`config.mk`:
```
export PLATFORM = sky130hd
export DESIGN_NAME = lss_sync_status
export DESIGN_NICKNAME = d
export VERILOG_FILES = /design/src/design/lss_pkg.sv /design/src/design/lss_brk_timer.sv /design/src/design/lss_sync_timer.sv /design/src/design/lss_sync_status.sv
export SDC_FILE = /design/constraint.sdc
export NUM_CORES = 1
export LEC_CHECK = 0
export BUFFER_PORTS_ARGS = -buffer_cell sky130_fd_sc_hd__buf_2
export CAP_MARGIN = 20
export CORE_ASPECT_RATIO = 0.75
export CORE_MARGIN = 1.5
export CORE_UTILIZATION = 53
export CTS_CLUSTER_SIZE = 20
export DETAILED_ROUTE_END_ITERATION = 7
export PLACE_DENSITY = 0.77
export SETUP_SLACK_MARGIN = 0.15
export SYNTH_ARGS = -nofsm -noshare
export SYNTH_HDL_FRONTEND = slang
export SYNTH_HIERARCHICAL = 1
export SYNTH_SLANG_ARGS = --single-unit
```
`constraint.sdc`:
```
create_clock -name core_clk -period 3.9 [get_ports core_clk]
set_clock_uncertainty 0.15 [all_clocks]
set_input_delay 0.585 -clock core_clk [delete_from_list [all_inputs] [get_ports core_clk]]
set_output_delay 0.585 -clock core_clk [all_outputs]
set_load 0.01 [all_outputs]
```
`src/design/lss_pkg.sv`:
```
// Shared constants for the LIN sync status block.
// Assumes a 100 MHz core clock and a synchronous LIN receive level.
package lss_pkg;

	// ****************************************
	// Register map
	// ****************************************
	localparam logic [31:0] ADDR_STATUS = 32'hffff0780;
	localparam logic [31:0] ADDR_CTL0 = 32'hffff0784;
	localparam logic [31:0] ADDR_EDGE = 32'hffff0788;
	localparam logic [31:0] ADDR_SYNC_VAL = 32'hffff078c;
	localparam logic [31:0] ADDR_BRK_VAL = 32'hffff0790;
	localparam logic [31:0] ADDR_SYNC_CMP = 32'hffff0794;
	localparam logic [31:0] ADDR_BRK_CMP = 32'hffff0798;
	localparam logic [31:0] ADDR_IRQ_STAT = 32'hffff079c;
	localparam logic [31:0] ADDR_IRQ_MASK = 32'hffff07a0;

	// ****************************************
	// Field positions
	// ****************************************
	localparam int ST_BRK = 0;
	localparam int ST_START = 1;
	localparam int ST_STOP = 2;
	localparam int ST_CMP = 3;
	localparam int ST_BRK_ERR = 4;
	localparam int ST_RST_DONE = 5;
	localparam int ST_RISE = 6;
	localparam int ST_RSVD = 7;
	localparam int CTL_EN = 0;
	localparam int CTL_URST = 1;
	localparam int CTL_BSM = 2;
	localparam int CTL_RISE_DIS = 12;
	localparam int EDGE_START_LSB = 0;
	localparam int EDGE_STOP_LSB = 4;
	localparam int EDGE_RISE = 7;

	// ****************************************
	// Reset values
	// ****************************************
	localparam logic [7:0] STATUS_RST = 8'h00;
	localparam logic [7:0] MASK_RST = 8'h10;
	localparam logic [15:0] CTL0_RST = 16'h0000;
	localparam logic [7:0] EDGE_RST = 8'h51;
	localparam logic [11:0] BRK_CMP_RST = 12'h000;
	localparam logic [15:0] SYNC_CMP_RST = 16'h0000;

	// ****************************************
	// Timing
	// ****************************************
	localparam int BAUD_MIN_HZ = 1000;
	localparam int BAUD_MAX_HZ = 20000;
	localparam int CORE_CLK_HZ = 100_000_000;
	localparam int SYNC_CLK_HZ = 5_000_000;
	localparam int SYNC_DIV = CORE_CLK_HZ / SYNC_CLK_HZ;
	localparam logic [4:0] SYNC_DIV_LAST = 5'(SYNC_DIV - 1);
	localparam logic [11:0] BRK_CNT_MAX = 12'hfff;
	localparam logic [15:0] SYNC_CNT_MAX = 16'hffff;

	typedef enum logic [1:0] {
		SY_IDLE = 2'b00,
		SY_ARMED = 2'b01,
		SY_RUN = 2'b10
	} lss_sync_st_t;

endpackage : lss_pkg

```
`src/design/lss_brk_timer.sv`:
```
// 12-bit break timer counting low time of the LIN line.
// Assumes lp_tick is a one-cycle pulse per low power oscillator period.
module lss_brk_timer
	import lss_pkg::*;
(
	// Clock and reset
	input wire logic core_clk,
	input wire logic rst,
	// Line and control
	input wire logic lin_rx,
	input wire logic lp_tick,
	input wire logic clr,
	input wire logic [11:0] brk_cmp,
	// Results
	output logic [11:0] count,
	output logic brk_hit,
	output logic brk_ovf
);

	typedef struct packed {
		logic [11:0] cnt;
		logic hit;
		logic ovf;
	} lss_brk_t;

	lss_brk_t s_r, s_nxt;
	logic [11:0] inc;

	always_comb
	begin
		s_nxt = s_r;
		inc = s_r.cnt + 12'h001;
		s_nxt.hit = 1'b0;
		s_nxt.ovf = 1'b0;
		if (clr || lin_rx)
			s_nxt.cnt = 12'h000;
		else if (lp_tick)
		begin
			s_nxt.cnt = inc;
			s_nxt.hit = (inc == brk_cmp);
			s_nxt.ovf = (s_r.cnt == BRK_CNT_MAX);
		end
	end

	always_ff @(posedge core_clk or posedge rst)
		if (rst)
			s_r <= '0;
		else
			s_r <= s_nxt;

	assign count = s_r.cnt;
	assign brk_hit = s_r.hit;
	assign brk_ovf = s_r.ovf;

endmodule : lss_brk_timer

```
`src/design/lss_sync_timer.sv`:
```
// 16-bit sync byte timer on a 5 MHz tick, started and stopped by edges.
// Assumes lin_rx is synchronous and brk_hit pulses once per valid break.
module lss_sync_timer
	import lss_pkg::*;
(
	// Clock and reset
	input wire logic core_clk,
	input wire logic rst,
	// Line and control
	input wire logic lin_rx,
	input wire logic enable,
	input wire logic clr,
	input wire logic brk_hit,
	input wire logic edge_rise,
	input wire logic [2:0] start_sel,
	input wire logic [2:0] stop_sel,
	input wire logic [15:0] cmp_val,
	// Results
	output logic [15:0] count,
	output logic start_p,
	output logic stop_p,
	output logic cmp_p,
	output logic rise_p
);

	typedef struct packed {
		lss_sync_st_t st;
		logic rx_q;
		logic [4:0] div;
		logic [2:0] edges;
		logic [15:0] cnt;
		logic start;
		logic stop;
		logic cmp;
		logic rise;
	} lss_sync_t;

	lss_sync_t s_r, s_nxt;
	logic rise, fall, sel, tick;
	logic [2:0] e_nx;
	logic [15:0] c_nx;

	always_comb
	begin
		s_nxt = s_r;
		rise = !s_r.rx_q && lin_rx;
		fall = s_r.rx_q && !lin_rx;
		sel = edge_rise ? rise : fall;
		tick = (s_r.div == SYNC_DIV_LAST);
		e_nx = s_r.edges + 3'h1;
		c_nx = s_r.cnt + 16'h0001;
		s_nxt.rx_q = lin_rx;
		s_nxt.rise = rise;
		s_nxt.div = tick ? 5'h00 : s_r.div + 5'h01;
		s_nxt.start = 1'b0;
		s_nxt.stop = 1'b0;
		s_nxt.cmp = 1'b0;
		if (clr || !enable)
		begin
			s_nxt.st = SY_IDLE;
			s_nxt.edges = 3'h0;
			if (clr)
				s_nxt.cnt = 16'h0000;
		end
		else
		begin
			unique case (s_r.st)
				SY_IDLE:
					if (brk_hit)
					begin
						s_nxt.st = SY_ARMED;
						s_nxt.edges = 3'h0;
					end
				SY_ARMED:
					if (sel)
					begin
						s_nxt.edges = e_nx;
						if (e_nx == start_sel)
						begin
							s_nxt.st = SY_RUN;
							s_nxt.cnt = 16'h0000;
							s_nxt.start = 1'b1;
						end
					end
				SY_RUN:
				begin
					// Saturates; a 1 kBaud byte still fits
					if (tick && s_r.cnt != SYNC_CNT_MAX)
					begin
						s_nxt.cnt = c_nx;
						s_nxt.cmp = (c_nx == cmp_val);
					end
					if (sel)
					begin
						s_nxt.edges = e_nx;
						if (e_nx == stop_sel)
						begin
							s_nxt.st = SY_IDLE;
							s_nxt.stop = 1'b1;
						end
					end
				end
				default:
					s_nxt.st = SY_IDLE;
			endcase
		end
	end

	always_ff @(posedge core_clk or posedge rst)
		if (rst)
		begin
			// Idle line is recessive; no false edge after reset
			s_r <= '0;
			s_r.rx_q <= 1'b1;
		end
		else
			s_r <= s_nxt;

	assign count = s_r.cnt;
	assign start_p = s_r.start;
	assign stop_p = s_r.stop;
	assign cmp_p = s_r.cmp;
	assign rise_p = s_r.rise;

endmodule : lss_sync_timer

```
`src/design/lss_sync_status.sv`:
```
// Status, event and register logic of the LIN sync unit, AHB-Lite slave.
// Assumes lin_rx and lp_osc_tick are synchronous to core_clk.
// What this block does
// - Slave node only, 1 to 20 kBaud
// - Break timer ticks from low power oscillator
// - Sync byte timed on derived 5 MHz tick
// - Software selects start and stop edges
// - 16-bit sync timer governed by control register
// - 8-bit read-only status, resets to zero
// - Status bit 7 reserved, reads zero
// - Bit 6 rising edge, bit-serial mode only
// - Bit 5 set when unit reset completes
// - Bit 4 break timer overflow, raises interrupt
// - Bit 3 sync timer equals compare value
// - Bit 2 set on stop condition
// - Bit 1 set on start condition
// - Bit 0 set on valid break
// - Reading status clears every flag whose event does not arrive in the same cycle
// - Control bit 12 disables rising edge interrupt
module lss_sync_status
	import lss_pkg::*;
(
	// Clock and reset
	input wire logic core_clk,
	input wire logic rst,
	// AHB-Lite slave
	input wire logic hsel,
	input wire logic [31:0] haddr,
	input wire logic [1:0] htrans,
	input wire logic hwrite,
	input wire logic [2:0] hsize,
	input wire logic [31:0] hwdata,
	input wire logic hready,
	output logic hreadyout,
	output logic hresp,
	output logic [31:0] hrdata,
	// LIN line, receive only
	input wire logic lin_rx,
	input wire logic lp_osc_tick,
	// Interrupt
	output logic irq
);

	// ****************************************
	// State
	// ****************************************
	typedef struct packed {
		logic [7:0] status;
		logic [7:0] irq_stat;
		logic [7:0] irq_mask;
		logic [15:0] ctl;
		logic [7:0] edge_sel;
		logic [15:0] sync_cmp;
		logic [11:0] brk_cmp;
		logic urst;
		logic done;
		logic wr_pend;
		logic [31:0] wr_addr;
		logic [31:0] rd_data;
	} lss_regs_t;

	lss_regs_t s_r, s_nxt;
	logic acc, rd_clr, wr;
	logic [7:0] ev, w1c, irq_act;
	logic [31:0] rd_v;
	logic [11:0] brk_cnt;
	logic [15:0] sync_cnt;
	logic brk_hit, brk_ovf, start_p, stop_p, cmp_p, rise_p;

	// ****************************************
	// Timers
	// ****************************************
	lss_brk_timer u_brk (
		.core_clk(core_clk),
		.rst(rst),
		.lin_rx(lin_rx),
		.lp_tick(lp_osc_tick),
		.clr(s_r.urst),
		.brk_cmp(s_r.brk_cmp),
		.count(brk_cnt),
		.brk_hit(brk_hit),
		.brk_ovf(brk_ovf)
	);

	lss_sync_timer u_sync (
		.core_clk(core_clk),
		.rst(rst),
		.lin_rx(lin_rx),
		.enable(s_r.ctl[CTL_EN]),
		.clr(s_r.urst),
		.brk_hit(brk_hit),
		.edge_rise(s_r.edge_sel[EDGE_RISE]),
		.start_sel(s_r.edge_sel[EDGE_START_LSB +: 3]),
		.stop_sel(s_r.edge_sel[EDGE_STOP_LSB +: 3]),
		.cmp_val(s_r.sync_cmp),
		.count(sync_cnt),
		.start_p(start_p),
		.stop_p(stop_p),
		.cmp_p(cmp_p),
		.rise_p(rise_p)
	);

	// ****************************************
	// Events
	// ****************************************
	always_comb
	begin
		ev = 8'h00;
		ev[ST_BRK] = brk_hit;
		ev[ST_START] = start_p;
		ev[ST_STOP] = stop_p;
		ev[ST_CMP] = cmp_p;
		ev[ST_BRK_ERR] = brk_ovf;
		ev[ST_RST_DONE] = s_r.done;
		ev[ST_RISE] = rise_p && s_r.ctl[CTL_BSM];
		ev[ST_RSVD] = 1'b0;
	end

	// ****************************************
	// Read mux
	// ****************************************
	always_comb
	begin
		rd_v = 32'h0000_0000;
		case (haddr)
			ADDR_STATUS:
				rd_v = {24'h00_0000, s_r.status};
			ADDR_CTL0:
				rd_v = {16'h0000, s_r.ctl};
			ADDR_EDGE:
				rd_v = {24'h00_0000, s_r.edge_sel};
			ADDR_SYNC_VAL:
				rd_v = {16'h0000, sync_cnt};
			ADDR_BRK_VAL:
				rd_v = {20'h0_0000, brk_cnt};
			ADDR_SYNC_CMP:
				rd_v = {16'h0000, s_r.sync_cmp};
			ADDR_BRK_CMP:
				rd_v = {20'h0_0000, s_r.brk_cmp};
			ADDR_IRQ_STAT:
				rd_v = {24'h00_0000, s_r.irq_stat};
			ADDR_IRQ_MASK:
				rd_v = {24'h00_0000, s_r.irq_mask};
			default:
				rd_v = 32'h0000_0000;
		endcase
	end

	// ****************************************
	// Next state
	// ****************************************
	always_comb
	begin
		s_nxt = s_r;
		acc = hsel && htrans[1] && hready;
		rd_clr = acc && !hwrite && (haddr == ADDR_STATUS);
		wr = s_r.wr_pend;
		w1c = 8'h00;
		// Address phase
		s_nxt.wr_pend = acc && hwrite;
		if (acc)
			s_nxt.wr_addr = haddr;
		// Read data latched now, so no wait state is needed
		if (acc && !hwrite)
			s_nxt.rd_data = rd_v;
		// Data phase writes
		s_nxt.urst = 1'b0;
		if (wr)
		begin
			case (s_r.wr_addr)
				ADDR_CTL0:
				begin
					s_nxt.ctl = hwdata[15:0];
					s_nxt.ctl[CTL_URST] = 1'b0;
					s_nxt.urst = hwdata[CTL_URST];
				end
				ADDR_EDGE:
					s_nxt.edge_sel = hwdata[7:0];
				ADDR_SYNC_CMP:
					s_nxt.sync_cmp = hwdata[15:0];
				ADDR_BRK_CMP:
					s_nxt.brk_cmp = hwdata[11:0];
				ADDR_IRQ_STAT:
					w1c = hwdata[7:0];
				ADDR_IRQ_MASK:
					s_nxt.irq_mask = hwdata[7:0];
				// Status and timer values ignore writes
				default:
					w1c = 8'h00;
			endcase
		end
		// Done one cycle after the unit reset pulse, in the same cycle the timers read zero
		s_nxt.done = s_r.urst;
		// Set wins over the clearing read
		s_nxt.status = (rd_clr ? 8'h00 : s_r.status) | ev;
		s_nxt.irq_stat = (s_r.irq_stat & ~w1c) | ev;
	end

	always_ff @(posedge core_clk or posedge rst)
		if (rst)
		begin
			s_r <= '0;
			s_r.status <= STATUS_RST;
			s_r.irq_mask <= MASK_RST;
			s_r.ctl <= CTL0_RST;
			s_r.edge_sel <= EDGE_RST;
			s_r.sync_cmp <= SYNC_CMP_RST;
			s_r.brk_cmp <= BRK_CMP_RST;
		end
		else
			s_r <= s_nxt;

	// ****************************************
	// Outputs
	// ****************************************
	always_comb
	begin
		// Flag still reports the edge; only its interrupt is gated
		irq_act = s_r.irq_stat & s_r.irq_mask;
		irq_act[ST_RISE] = irq_act[ST_RISE] && !s_r.ctl[CTL_RISE_DIS];
	end

	// Zero wait states; errors never signalled
	assign hreadyout = 1'b1;
	assign hresp = 1'b0;
	assign hrdata = s_r.rd_data;
	assign irq = |irq_act;
endmodule : lss_sync_status

```
==> impl_results.md <==
* Clock slew at reported path FFs at around 0.070 ns
* Core area at 17000 µm²
* Final setup TNS at 0 ns
* Hold Buf Count CTS at 0
* Total gr overflow at 0
* Dpl hpwl at 16300 µm
* PD cells at 383 nW/µm²
* Initial core utilization at 54.7%
* ANT cells at 0
* Post-synthesis cell area at 9320 µm²
* Crit-path slowest cell: nor4_4
* Crit share post-route at ~74%
* Crit path largest cell delay at 0.86 ns
* Share of cells above drive strength 1 at 28.0%
* CTS tree: done
* Pins Over Slew Limit at 0
* Worst Hold Class: in -> async
* Resize count post-CTS at 0
* Clock network latency to the later pin of the worst-skew pair at 0.44 ns
* Syn Inst Count at 845
* Clock sinks at 170
* Largest net degree at the start of global routing at 58
* H-tree levels at 4
* Yosys warns at 6
* CP Data Arrival Time at around 3 ns
* Final WS setup at 1.02 ns
* Unique masters post-synth at 81
* Initial DRT Pass Iterations at 8
* Bufs and invs on worst path at 1
* Critical path fanouts, max at 21
* Synth Flop Type: dfrtp_1
* IO Port Bufs at 72
* RSZ-0062 raised after global routing: false
* Area of the multi-input gates at roughly 4500 µm²
* Io pins at around 110
* Critical path type: in -> reg
* CTS root buf: clkbuf_16
* Post-CTS Setup Repair Bufs at 0
* Wire per inst at 20.5 µm
* DR vias at between 7000 and 8000
* Drt drc at 0
* Chip Width at 156 µm
* Die area at ~18000 µm²
* First-pass GRT wire length at 37000 µm
* Gpl congestion at 0.957
* Async set-or-reset flop fraction in the synthesized netlist at 100%
* Setup crit end kind: flip-flop
* Final Hold Viols at 0
* Post-synth EDFFs at 0
* Max-Cap Viols at 0
* Final Critical Period at 2.88 ns
* Place WS at a little over 0.6 ns
* Antenna violations before repair at 0
* Final wirelength at 23200 µm
* Die H at 118 µm
* Nets at ~970
* CP Launch Type: primary input
* Vias per inst at roughly 6
* Status: finished, final reports clean
* Largest delay share family, worst path: simple AND/OR/NAND/NOR gates
* Post-route antenna net violation count at 0
* Peak VDD IR at around 0.27 mV
* Fillers at 1407
* Leakage power at around 4.5 nW
* Syn Area/Cell at 11.0 µm²
* Area Overhead vs Synth at 9.53%
* Site Rows at 41
* Worst-path cell chain: buf_2, nand4b_1, or4_4, nor4_4, a22oi_1, and3_1, a2bb2oi_1
* Starting DRT DRC Count at 739
* Seq. cell area at 4260 µm²
* CP required at a little over 4 ns
* Post-synthesis sequential area ratio at 45.7%
* Slew HR at 30.2%
* Synthesized flop and latch total at 170
* GRT Util Overall at a little over a quarter
* Clk buf depth at 2
* Fmax at 348 MHz
* Slew @ Worst Pin at ~1.0 ns
* Final setup viols at 0
* Number of global-route vias before repair at 6766
* Cts bufs inserted at 17
-- final cells by class --
type / instances / share of cell area (%)
Tap cell: 236 / 2.89
Multi-Input combinational cell: 580 / 43.7
Sequential cell: 170 / 41.7
Clock inverter: 13 / 1.31
Clock buffer: 19 / 4.44
Timing Repair Buffer: 91 / 5.05
Inverter: 24 / 0.919
-- cell usage after synthesis, types with 6 or more instances --
| cell type | instances | area share (%) |
|---|---|---|
| dfrtp_1 | 165 | 44 |
| mux2_2 | 90 | 11 |
| buf_4 | 52 | 4.2 |
| nand2_1 | 41 | 1.7 |
| o21ai_0 | 38 | 2.0 |
| nor2_1 | 37 | 1.5 |
| xnor2_1 | 30 | 2.8 |
| nand3_1 | 25 | 1.3 |
| inv_1 | 24 | 0.97 |
| xor2_1 | 24 | 2.3 |
| a22oi_1 | 20 | 1.6 |
| nand4_1 | 19 | 1.3 |
| a21oi_1 | 18 | 0.97 |
| a21o_1 | 17 | 1.4 |
| a222oi_1 | 16 | 1.7 |
| clkbuf_1 | 15 | 0.60 |
| nor4_1 | 13 | 0.87 |
| and3_1 | 12 | 0.81 |
| buf_2 | 12 | 0.64 |
| o31ai_1 | 10 | 0.81 |
| and2_1 | 9 | 0.60 |
| nand2b_1 | 9 | 0.60 |
| nor3_1 | 9 | 0.48 |
| ha_1 | 8 | 1.1 |
| a221oi_1 | 7 | 0.66 |
| a2bb2oi_1 | 6 | 0.56 |
| a31oi_1 | 6 | 0.40 |
| nor4_4 | 6 | 1.4 |
| nor4bb_1 | 6 | 0.64 |
-- per-layer routing --
metal	vias to the layer above	track usage [%]	routed length [µm]
li1	3148	-	-
met1	3508	38.6	10300
met2	295	38.1	10100
met3	50	6.74	2210
met4	0	8.93	580
met5	-	0	0
-- registers in the layout (all words and copies together), names as in the netlist, 11 cells and up --
signal        flops
hrdata           16
s_r             106
u_brk/count      12
u_sync/count     16
u_sync/s_r       11
-- logic make-up after synthesis --
kind of cell | Yosys count | share of synthesized area [%]
AO/OA/AOI/OAI | 169 | 13.2
XOR/XNOR | 55 | 5.32
adder cells (fa/ha/maj) | 8 | 1.07
buffers and inverters | 111 | 7.25
flip-flops | 170 | 45.7
multiplexers | 94 | 11.3
other | 2 | 0.0806
AND/OR/NAND/NOR | 236 | 16.1
-- worst reg2reg max path, delay by kind of cell (launching register included) --
family                   cells  cell delay [ns]
AO/OA/AOI/OAI                2             0.59
flip-flops                   1             0.48
AND/OR/NAND/NOR              4             0.93
adder cells (fa/ha/maj)      1             0.33
buffers and inverters        1             0.24
-- layout by cell type, fill, tap and decap left out, types with 9 or more instances in the layout --
cell type and instances:
dfrtp_1 165, mux2_2 90, buf_2 72, nand2_1 41
o21ai_0 38, nor2_1 37, xnor2_1 30, nand3_1 25
xor2_1 24, inv_1 23, a22oi_1 20, nand4_1 19
a21oi_1 18, conb_1 18, buf_4 18, a21o_1 17
clkbuf_16 17, a222oi_1 16, and3_1 12, nor4_1 11
o31ai_1 10, nand2b_1 9, and2_1 9, nor3_1 9
-- path summary, 6_finish.rpt --
path,from,endpoint,slack (ns),cells past startpoint
max,haddr[11],hrdata[5],1.02,7
min,rst,u_brk/count[6],0.07,2
max reg2reg,u_sync/count[0],u_sync/cmp_p,1.09,8
min reg2reg,u_sync/s_r[23],u_sync/s_r[23],0.31,1
max in group asynchronous,rst,hrdata[15],2.54,3
min in group core_clk,lin_rx,u_sync/s_r[28],0.13,1
-- metrics by stage --
| stage | total power, W | hold slack [ns] | instances | instance area (µm²) | utilization, % |
|---|---|---|---|---|---|
| after floorplan | 0.00215 | 0.280 | 861 | 9380 | - |
| after global placement | 0.00223 | 0.295 | 1101 | 9620 | 56.5 |
| after detailed placement | 0.00225 | 0.303 | 1101 | 9620 | 56.5 |
| after CTS | 0.00392 | 0.0849 | 1133 | 10200 | 59.9 |
| after global routing | 0.00405 | 0.118 | 1133 | 10200 | 59.9 |
| final | 0.00391 | 0.0737 | 1133 | 10200 | 59.9 |
-- power breakdown --
group | internal [W] | leakage, nW | switching, W
clock network | 0.000930 | 0.284 | 0.000760
registers | 0.00186 | 2.12 | 0.0000796
logic | 0.000134 | 2.05 | 0.000142
total | 0.00293 | 4.46 | 0.000981
Power figures use the tool's default switching activity.
